<file path="src/core/fci_pkg.sv">
package fci_pkg;
   localparam int ADDR_W = 22;
   localparam int DATA_W = 16;
   localparam int BUF_DEPTH = 16;
   localparam int BUF_AW = 4;
   localparam logic [7:0] CMD_READ_ARRAY = 8'hFF;
   localparam logic [7:0] CMD_READ_ID = 8'h90;
   localparam logic [7:0] CMD_READ_QUERY = 8'h98;
   localparam logic [7:0] CMD_READ_STATUS = 8'h70;
   localparam logic [7:0] CMD_CLEAR_STATUS = 8'h50;
   localparam logic [7:0] CMD_BUF_WRITE = 8'hE8;
   localparam logic [7:0] CMD_PROGRAM = 8'h40;
   localparam logic [7:0] CMD_PROGRAM_ALT = 8'h10;
   localparam logic [7:0] CMD_BLOCK_ERASE = 8'h20;
   localparam logic [7:0] CMD_CHIP_ERASE = 8'h30;
   localparam logic [7:0] CMD_SUSPEND = 8'hB0;
   localparam logic [7:0] CMD_CONFIRM = 8'hD0;
   localparam logic [7:0] CMD_PIN_CONFIG = 8'hB8;
   localparam logic [7:0] CMD_LOCK_SETUP = 8'h60;
   localparam logic [7:0] CMD_LOCK_SET = 8'h01;
   localparam logic [7:0] STATUS_AFTER_RESET = 8'h80;
   // Bit of the extended status that reports a free write buffer.
   localparam int XSR_READY = 7;
   // Pin control word fields.
   localparam int PIN_WP = 0;
   localparam int PIN_BYTE = 1;
   localparam int PIN_PD = 2;
   // Register map of the controller itself.
   localparam logic [3:0] REG_CTRL = 4'h0;
   localparam logic [3:0] REG_ADDR = 4'h1;
   localparam logic [3:0] REG_DATA = 4'h2;
   localparam logic [3:0] REG_STATUS = 4'h3;
   localparam logic [3:0] REG_BUF = 4'h4;
   localparam logic [3:0] REG_PINS = 4'h5;
   // Control word fields.
   localparam int CTRL_GO = 31;
   localparam int CTRL_READ = 30;
   localparam int CTRL_TWO = 29;
   localparam int CTRL_BUF = 28;
   localparam int CTRL_CNT_LO = 16;
   localparam int CTRL_CODE2_LO = 8;
   localparam int CTRL_CODE1_LO = 0;
   // Timing in nanoseconds and derived cycles at 50 MHz.
   localparam int CLK_NS = 20;
   localparam int T_SETUP_NS = 40;
   localparam int T_PULSE_NS = 60;
   localparam int T_HOLD_NS = 40;
   localparam int T_READ_NS = 100;
   localparam int T_PD_NS = 100;
   localparam int T_WAKE_NS = 1000;
   localparam logic [7:0] SETUP_CYC = 8'((T_SETUP_NS + CLK_NS - 1) / CLK_NS);
   localparam logic [7:0] PULSE_CYC = 8'((T_PULSE_NS + CLK_NS - 1) / CLK_NS);
   localparam logic [7:0] HOLD_CYC = 8'((T_HOLD_NS + CLK_NS - 1) / CLK_NS);
   localparam logic [7:0] READ_CYC = 8'((T_READ_NS + CLK_NS - 1) / CLK_NS);
   localparam logic [7:0] PD_CYC = 8'((T_PD_NS + CLK_NS - 1) / CLK_NS);
   localparam logic [7:0] WAKE_CYC = 8'((T_WAKE_NS + CLK_NS - 1) / CLK_NS);
   localparam logic [7:0] RWAIT_CYC = 8'h02;
   typedef struct packed {
      logic [ADDR_W-1:0] addr;
      logic [DATA_W-1:0] data;
   } fci_word_t;
   typedef struct packed {
      logic chip_select0_n;
      logic chip_select1_n;
      logic output_enable_n;
      logic write_enable_n;
      logic powerdown_reset_n;
      logic write_protect_n;
      logic byte_wide;
   } fci_ctl_t;
endpackage

</file>
<file path="src/core/fci_buf_mem.sv">
`timescale 1ns/1ps
module fci_buf_mem
   import fci_pkg::*;
(
   input wire logic clk,
   input wire logic wr_en,
   input wire logic [BUF_AW-1:0] wr_addr,
   input wire logic [DATA_W-1:0] wr_data,
   input wire logic [BUF_AW-1:0] rd_addr,
   output logic [DATA_W-1:0] rd_data
);
   logic [DATA_W-1:0] mem [BUF_DEPTH];
   always_ff @(posedge clk) begin
      if (wr_en) begin
         mem[wr_addr] <= wr_data;
      end
      rd_data <= mem[rd_addr];
   end
endmodule // fci_buf_mem

</file>
<file path="src/core/fci_host.sv">
// Our own choices: the register offsets and the address-and-strobe port.
`timescale 1ns/1ps
// Function
// Device reads array after power-up or power-down exit; no command needed.
// Write FFH selects read-array mode until another command.
// Device ignores read-array while its engine runs unsuspended.
// 90H makes reads return identifier codes by address.
// 98H makes reads return query database bytes.
// 70H reads status next; 50H clears status.
// 40H or 10H sets up program; next write gives address, data.
// Program data is captured at write strobe rising edge.
// Buffered write: E8H, count N, N+1 data writes, D0H confirm.
// Count N means N+1 elements; zero loads one.
// Host checks extended status for buffer before continuing.
// Host avoids counts crossing buffer boundary.
// Erases and buffered write start only after D0H confirm.
// B0H suspends; D0H resumes.
// B8H then config code reconfigures status pin.
// 60H then 01H sets block lock; write-protect high needed.
// 60H then D0H clears all locks; write-protect high needed.
// Locked block with write-protect low fails erase, program, suspend.
// Commands decoded from low data byte only.
// Byte-width select low uses lines 0-7, high 0-15.
// Host never drives output enable and write strobe low together.
// Host writes only defined command codes; the host checks only the first code, the second is sent unchecked.
// Address and data captured at first rising strobe, output enable high.
// Power-down exit gives read-array mode, status 80H.
// Status pin low while engine busy in default mode.
// Device holds first-cycle setup until second write arrives.
// Bad second cycle rejected and reported in status.
module fci_host
   import fci_pkg::*;
(
   input wire logic clk,
   input wire logic rst,
   input wire logic [3:0] reg_addr,
   input wire logic [31:0] reg_wdata,
   input wire logic reg_write,
   input wire logic reg_read,
   output logic [31:0] reg_rdata,
   output logic [ADDR_W-1:0] flash_addr,
   output fci_ctl_t flash_ctl,
   input wire logic [DATA_W-1:0] flash_dq_in,
   output logic [DATA_W-1:0] flash_dq_out,
   output logic flash_dq_oe,
   input wire logic status_output_pin
);
   typedef enum {S_WAKE, S_IDLE, S_SETUP, S_PULSE, S_HOLD, S_RSETUP,
      S_RWAIT, S_DONE, S_PD} fci_state_t;
   typedef enum {P_FIRST, P_SECOND, P_AVAIL, P_COUNT, P_DATA,
      P_CONFIRM} fci_phase_t;

   fci_state_t state_reg, state_next;
   fci_phase_t phase_reg, phase_next;
   logic [7:0] cnt_reg, cnt_next;
   logic [31:0] ctrl_reg, ctrl_next;
   fci_word_t cur_reg, cur_next;
   logic [DATA_W-1:0] rdval_reg, rdval_next;
   logic [BUF_AW-1:0] left_reg, left_next, bidx_reg, bidx_next;
   logic [BUF_AW-1:0] wptr_reg, wptr_next;
   logic busy_reg, busy_next;
   logic wp_reg, wp_next, byte_reg, byte_next, pd_reg, pd_next;
   logic [31:0] rdata_next;
   logic sts_s1_reg, sts_s2_reg;
   logic [DATA_W-1:0] dq_s1_reg, dq_s2_reg;
   logic [DATA_W-1:0] buf_rd;
   logic buf_we;
   logic [7:0] code;
   logic code_ok, rd_cycle;

   // The device pins are not on our clock, so both inputs pass two stages.
   always_ff @(posedge clk) begin
      sts_s1_reg <= status_output_pin;
      sts_s2_reg <= sts_s1_reg;
      dq_s1_reg <= flash_dq_in;
      dq_s2_reg <= dq_s1_reg;
   end

   assign buf_we = reg_write && reg_addr == REG_BUF && !busy_reg;
   // Reserved first codes are dropped, never sent.
   assign code_ok = reg_wdata[CTRL_CODE1_LO +: 8] inside {CMD_READ_ARRAY,
      CMD_READ_ID, CMD_READ_QUERY, CMD_READ_STATUS, CMD_CLEAR_STATUS,
      CMD_BUF_WRITE, CMD_PROGRAM, CMD_PROGRAM_ALT, CMD_BLOCK_ERASE,
      CMD_CHIP_ERASE, CMD_SUSPEND, CMD_CONFIRM, CMD_PIN_CONFIG,
      CMD_LOCK_SETUP};
   assign rd_cycle = phase_reg == P_AVAIL ||
      (ctrl_reg[CTRL_READ] && phase_reg == P_SECOND);
   fci_buf_mem u_buf (
      .clk(clk),
      .wr_en(buf_we),
      .wr_addr(wptr_reg),
      .wr_data(reg_wdata[DATA_W-1:0]),
      .rd_addr(bidx_next),
      .rd_data(buf_rd)
   );

   always_comb begin
      state_next = state_reg;
      phase_next = phase_reg;
      cnt_next = cnt_reg;
      ctrl_next = ctrl_reg;
      cur_next = cur_reg;
      rdval_next = rdval_reg;
      left_next = left_reg;
      bidx_next = bidx_reg;
      wptr_next = wptr_reg;
      busy_next = busy_reg;
      wp_next = wp_reg;
      byte_next = byte_reg;
      pd_next = pd_reg;
      code = 8'h00;
      rdata_next = 32'h0000_0000;
      if (reg_read) begin
         case (reg_addr)
            REG_CTRL: rdata_next = ctrl_reg;
            REG_ADDR: rdata_next = 32'(cur_reg.addr);
            REG_DATA: rdata_next = 32'(rdval_reg);
            REG_STATUS: rdata_next = {28'h000_0000, sts_s2_reg, pd_reg,
               state_reg == S_WAKE, busy_reg};
            REG_PINS: rdata_next = {29'h0000_0000, pd_reg, byte_reg, wp_reg};
            default: rdata_next = 32'h0000_0000;
         endcase
      end
      if (buf_we) begin
         wptr_next = wptr_reg + 1'b1;
      end
      if (reg_write && !busy_reg) begin
         case (reg_addr)
            REG_CTRL: begin
               ctrl_next = reg_wdata;
               busy_next = reg_wdata[CTRL_GO] && code_ok;
               phase_next = P_FIRST;
               bidx_next = '0;
               // Count holds N; N+1 words, never past the buffer.
               left_next = reg_wdata[CTRL_CNT_LO +: BUF_AW];
            end
            REG_ADDR: cur_next.addr = reg_wdata[ADDR_W-1:0];
            REG_PINS: begin
               wp_next = reg_wdata[PIN_WP];
               byte_next = reg_wdata[PIN_BYTE];
               pd_next = reg_wdata[PIN_PD];
            end
            default: ;
         endcase
      end
      cnt_next = (cnt_reg != 8'h00) ? cnt_reg - 8'h01 : 8'h00;
      case (phase_reg)
         P_FIRST: code = ctrl_reg[CTRL_CODE1_LO +: 8];
         P_SECOND: code = ctrl_reg[CTRL_CODE2_LO +: 8];
         P_COUNT: code = 8'(left_reg);
         P_CONFIRM: code = CMD_CONFIRM;
         default: code = 8'h00;
      endcase
      case (state_reg)
         S_WAKE: if (cnt_reg == 8'h00) begin
            state_next = S_IDLE;
         end
         S_IDLE: begin
            if (pd_reg) begin
               state_next = S_PD;
               cnt_next = PD_CYC;
            end else if (busy_reg) begin
               // Commands ride the low byte; the upper byte is zero.
               cur_next.data = (phase_reg == P_DATA) ? buf_rd : 16'(code);
               state_next = rd_cycle ? S_RSETUP : S_SETUP;
               cnt_next = rd_cycle ? READ_CYC : SETUP_CYC;
            end
         end
         S_SETUP: if (cnt_reg == 8'h00) begin
            state_next = S_PULSE;
            cnt_next = PULSE_CYC;
         end
         // Write strobe rises first while chip select stays low.
         S_PULSE: if (cnt_reg == 8'h00) begin
            state_next = S_HOLD;
            cnt_next = HOLD_CYC;
         end
         S_HOLD: if (cnt_reg == 8'h00) begin
            state_next = S_IDLE;
            // Sequence next cycle of a multi-cycle command.
            case (phase_reg)
               P_FIRST: if (ctrl_reg[CTRL_BUF]) begin
                  // Read extended status before the count.
                  phase_next = P_AVAIL;
               end else if (ctrl_reg[CTRL_TWO]) begin
                  phase_next = P_SECOND;
               end else begin
                  state_next = S_DONE;
               end
               P_COUNT: phase_next = P_DATA;
               P_DATA: if (left_reg == '0) begin
                  phase_next = P_CONFIRM;
               end else begin
                  left_next = left_reg - 1'b1;
                  bidx_next = bidx_reg + 1'b1;
               end
               default: state_next = S_DONE;
            endcase
         end
         S_RSETUP: if (cnt_reg == 8'h00) begin
            state_next = S_RWAIT;
            cnt_next = RWAIT_CYC;
         end
         S_RWAIT: if (cnt_reg == 8'h00) begin
            // Byte mode keeps only the low lane.
            rdval_next = byte_reg ? dq_s2_reg : {8'h00, dq_s2_reg[7:0]};
            state_next = S_DONE;
            // No free buffer means the setup code is sent again.
            if (phase_reg == P_AVAIL) begin
               state_next = S_IDLE;
               phase_next = dq_s2_reg[XSR_READY] ? P_COUNT : P_FIRST;
            end
         end
         S_DONE: begin
            busy_next = 1'b0;
            phase_next = P_FIRST;
            wptr_next = '0;
            state_next = S_IDLE;
         end
         S_PD: if (cnt_reg == 8'h00 && !pd_reg) begin
            // Wake time lets the device reach read-array mode.
            state_next = S_WAKE;
            cnt_next = WAKE_CYC;
         end
         default: state_next = S_IDLE;
      endcase
   end

   always_ff @(posedge clk) begin
      if (rst) begin
         state_reg <= S_WAKE;
         phase_reg <= P_FIRST;
         cnt_reg <= WAKE_CYC;
         ctrl_reg <= 32'h0000_0000;
         cur_reg <= '0;
         rdval_reg <= 16'h0000;
         left_reg <= '0;
         bidx_reg <= '0;
         wptr_reg <= '0;
         busy_reg <= 1'b0;
         wp_reg <= 1'b0;
         byte_reg <= 1'b1;
         pd_reg <= 1'b0;
         reg_rdata <= 32'h0000_0000;
      end else begin
         state_reg <= state_next;
         phase_reg <= phase_next;
         cnt_reg <= cnt_next;
         ctrl_reg <= ctrl_next;
         cur_reg <= cur_next;
         rdval_reg <= rdval_next;
         left_reg <= left_next;
         bidx_reg <= bidx_next;
         wptr_reg <= wptr_next;
         busy_reg <= busy_next;
         wp_reg <= wp_next;
         byte_reg <= byte_next;
         pd_reg <= pd_next;
         reg_rdata <= rdata_next;
      end
   end

   // Output enable is held high on writes and strobe high on reads.
   always_comb begin
      flash_ctl.powerdown_reset_n = !(state_reg == S_PD || rst);
      flash_ctl.write_protect_n = wp_reg;
      flash_ctl.byte_wide = byte_reg;
      flash_ctl.write_enable_n = !(state_reg == S_PULSE);
      flash_ctl.output_enable_n = !(state_reg == S_RSETUP ||
         state_reg == S_RWAIT);
      flash_ctl.chip_select0_n = !(state_reg inside {S_SETUP, S_PULSE,
         S_HOLD, S_RSETUP, S_RWAIT});
      flash_ctl.chip_select1_n = flash_ctl.chip_select0_n;
   end
   assign flash_addr = cur_reg.addr;
   // Data latched at write strobe rise, held through hold time.
   assign flash_dq_out = cur_reg.data;
   assign flash_dq_oe = state_reg inside {S_SETUP, S_PULSE, S_HOLD};

   chk_no_overlap: assert property (@(posedge clk) disable iff (rst)
      !(!flash_ctl.output_enable_n && !flash_ctl.write_enable_n))
      else $error("Output enable and write strobe both low.");
   chk_data_held: assert property (@(posedge clk) disable iff (rst)
      $rose(flash_ctl.write_enable_n) |-> flash_dq_oe &&
      $stable(flash_dq_out))
      else $error("Data not stable at strobe rise.");
   chk_pulse_len: assert property (@(posedge clk) disable iff (rst)
      $fell(flash_ctl.write_enable_n) |-> !flash_ctl.write_enable_n[*4])
      else $error("Write pulse too short.");
   chk_cs_around: assert property (@(posedge clk) disable iff (rst)
      !flash_ctl.write_enable_n |-> !flash_ctl.chip_select0_n)
      else $error("Strobe without chip select.");
   chk_low_byte: assert property (@(posedge clk) disable iff (rst)
      flash_dq_oe && phase_reg != P_DATA |-> flash_dq_out[15:8] == 8'h00)
      else $error("Command upper byte not zero.");
   chk_confirm_last: assert property (@(posedge clk) disable iff (rst)
      phase_reg == P_CONFIRM && flash_dq_oe |-> flash_dq_out == 16'h00D0)
      else $error("Confirm not D0.");
   chk_wake_wait: assert property (@(posedge clk) disable iff (rst)
      state_reg == S_WAKE |-> flash_ctl.chip_select0_n)
      else $error("Access during wake time.");
   chk_pd_low: assert property (@(posedge clk) disable iff (rst)
      state_reg == S_PD |-> flash_ctl.chip_select0_n &&
      !flash_ctl.powerdown_reset_n)
      else $error("Power-down pin wrong.");
   cov_write: cover property (@(posedge clk) $rose(flash_ctl.write_enable_n));
   cov_read: cover property (@(posedge clk) state_reg == S_RWAIT);
   cov_buf: cover property (@(posedge clk) phase_reg == P_CONFIRM);
   cov_pd: cover property (@(posedge clk) state_reg == S_PD);
endmodule // fci_host

</file>
<file path="config.mk">
export PLATFORM = sky130hd
export DESIGN_NAME = fci_host
export DESIGN_NICKNAME = d
export VERILOG_FILES = /design/src/core/fci_pkg.sv /design/src/core/fci_buf_mem.sv /design/src/core/fci_host.sv
export SDC_FILE = /design/constraint.sdc
export NUM_CORES = 1
export LEC_CHECK = 0
export BUFFER_PORTS_ARGS = -buffer_cell sky130_fd_sc_hd__buf_2
export CAP_MARGIN = 20
export CORE_UTILIZATION = 30
export CTS_CLUSTER_DIAMETER = 30
export CTS_CLUSTER_SIZE = 40
export DETAILED_ROUTE_END_ITERATION = 16
export GPL_TIMING_DRIVEN = 0
export HOLD_SLACK_MARGIN = 0.03
export PLACE_DENSITY_LB_ADDON = 0.05
export SKIP_CTS_REPAIR_TIMING = 1
export SLEW_MARGIN = 10
export SYNTH_ARGS = -nofsm -noshare
export SYNTH_HDL_FRONTEND = slang
export SYNTH_SLANG_ARGS = --single-unit
</file>
<file path="constraint.sdc">
create_clock -name clk -period 8.7 [get_ports clk]
set_input_delay 0.435 -clock clk [delete_from_list [all_inputs] [get_ports clk]]
set_output_delay 0.435 -clock clk [all_outputs]
set_load 0.01 [all_outputs]
</file>
==> flow_summary.toml <==
[timing]
clock_skew_ps = 55.4
holdWs_ps = 31.4
fin_ws_ps = 4550
fmax_mhz = 241
period_share = 0.477
tightest_slew_ps = 1090
setup_viol = 0
period_needed_ps = 4150
rsz0062_at_grt = "no"
slew_viol_final = 0
hold_viol = 0
slew_headroom = 0.273
finalSetupTns_ps = 0

[global_routing]
met3_usage = 0.0376
use_met2 = 0.322
busiest_layer = "met2"
grt_overflow = 0
antenna_found_initial = 0
globalRouteMet1Util = 0.267
grt_max_degree = 23
grt_pass1_wl_um = 92400
grt_pass1_vias = 14191
track_usage = 0.199

[synthesis]
avgSynthCellArea_sq_um = 11.3
synthArstFlopShare = 0
synth.distinct_cells = 71
synth_top_area_share = 0.410
synth-seq-area-share = 0.653
yosys.area.top_type = "edfxtp_1"
synth_area_sq_mm = 0.0188
synth-warning-count = 0
synthTopCellsByArea = "edfxtp_1 (41%), dfxtp_1 (24%), nand2_1 (5.1%), a21oi_1 (4.5%), a211oi_1 (3.4%)"
ys_ff_latch = 484
ys.flop_type = "edfxtp_1"
syn-num-nets = 1726
synth-edff-count = 256
netlist_instances = 1661

[floorplanning]
ios = 135
rows = 91
die_area_sq_mm = 0.0635
die_x_um = 252
die_y_um = 252
core_sq_mm = 0.0617
start_util = 0.304

[finish]
post-route-util = 0.407
mostFrequentLayoutCells = "nand2_1 (256), edfxtp_1 (256), dfxtp_1 (228)"
syn2layout_area_growth_pct = 33.9
final_layout_size_suffix_gt1_frac = 0.199
largest_reg_flops = 256
nNetsFinal = 2023
largest-register = "u_buf.mem"

[worst_setup_path]
critPathArrivalTime_ps = 4690
worstSetupStartpointType = "register"
crit_type = "reg2reg"
reg2reg_setup_slack_ps = 4550
crit_path_end_kind = "register"
crit_path_max_fanout = 10
required_ps = 9240

[placed_design]
gp_congestion = 0.831
numPortBuffers = 132
place_hpwl_um = 43400
pre_cts_ws_ps = 4110

[status]
outcome = "finished, final reports clean"

[detailed_routing]
post_drt_via_cell_ratio = 4.85
wire_per_inst_um = 21.7
vias = 14070
route.detailed.drc = 0
drt_wl_total_um = 63000
ant_nets = 0
drt-pass1-iter-count = 6
first_iter_violations = 893

[power_and_ir_drop]
p_int_mw = 5.47
pwr-share-seq = 0.351
p_switching_mw = 1.48
peakVddDrop_mv = 0.163
p_leak_nw = 9.16
finalPower_mw = 6.95
p_sw_frac = 0.213
combinationalPowerShare = 0.020
power_density_mw_per_mm2 = 277
power_frac_clock = 0.629

[clock_network]
cts-root-buf = "clkbuf_16"
clk_latency_ps = 690
clk_pin_slew_ps = 50
h-tree-depth = 3
cts_buffers = 121
cts_max_path_buffers = 3
cts_sinks = 484
tritoncts = "yes"

[run]
maxCapViolCount = 0

[worst_hold_path]
hold_path.class = "in2reg"
critical path, stage by stage (launching register included):
cell	delay [ps]
dfxtp_1	300
nor4_1	300
nand4_1	230
nor4_1	410
buf_2	320
a21oi_1	230
a31oi_1	790
clkbuf_1	580
o32ai_1	410
a311o_1	460
cells by family (layout without fill, tap and decap cells):
group                    Yosys count  in the layout  share of synthesized area
AO/OA/AOI/OAI                    392            392                      0.137
XOR/XNOR                          13             13                    0.00607
adder cells (fa/ha/maj)            8              8                    0.00534
buffers and inverters            140            542                     0.0335
flip-flops                       484            484                      0.653
multiplexers                      25             25                     0.0144
other                              0              3                          0
AND/OR/NAND/NOR                  599            599                      0.151
area by class of cell:
type                            count  area (sq um)
Multi-Input combinational cell   1037          5930
Inverter                           18          67.6
Tap cell                          837          1050
Clock inverter                     66           744
Timing Repair Buffer              174          1120
Fill cell                        6033         36600
Clock buffer                      162          3380
Buffer                            122           562
Antenna cell                        3          7.51
Sequential cell                   484         12300
power groups by stage:
| stage | Sequential (mW) | Clock [mW] | Combinational [mW] |
|---|---|---|---|
| after floorplan | 2.47 | 0 | 0.0542 |
| after global placement | 2.48 | 0 | 0.130 |
| after detailed placement | 2.48 | 0 | 0.131 |
| after CTS | 2.44 | 4.45 | 0.131 |
| after global routing | 2.44 | 4.58 | 0.149 |
| final | 2.44 | 4.38 | 0.137 |
metal layers:
metal	part of all wire	vias up	wire length, um
li1	-	6724	-
met1	0.46	6899	28900
met2	0.47	350	29800
met3	0.047	97	2930
met4	0.022	0	1380
met5	0	-	0
through the flow:
| step | instance area [sq um] | instances |
|---|---|---|
| final | 25100 | 2903 |
| after detailed placement | 20700 | 2647 |
| after global placement | 20500 | 2630 |
| after global routing | 25100 | 2900 |
| after CTS | 24900 | 2875 |
| after floorplan | 18800 | 1661 |
final timing paths:
kind,cells after the start,start,to
worst max register to register,9,phase_reg[11]$_SDFF_PP0_,u_buf.rd_data[7]$_DFF_P_
worst min register to register,0,dq_s1_reg[4]$_DFF_P_,dq_s2_reg[4]$_DFF_P_
worst min-delay path,3,reg_wdata[26],ctrl_reg[26]$_SDFFE_PP0P_
worst max-delay path,9,phase_reg[11]$_SDFF_PP0_,u_buf.rd_data[7]$_DFF_P_
cell usage after synthesis, drive strengths merged, types with 7 or more instances:
cell type    n
a311o       16
dfxtp      228
o31ai       18
nand2      257
xor2         7
and2        45
a22oi        7
buf         40
inv         17
edfxtp     256
and3        89
nand3       28
a31oi       12
nor3        29
a21oi      169
o32ai       16
nor2       103
a211oi      84
o21ai       24
clkbuf      82
a21boi      17
mux2i       18
nor2b        9
ha           8
nor4        11
Power figures use the tool's default switching activity.
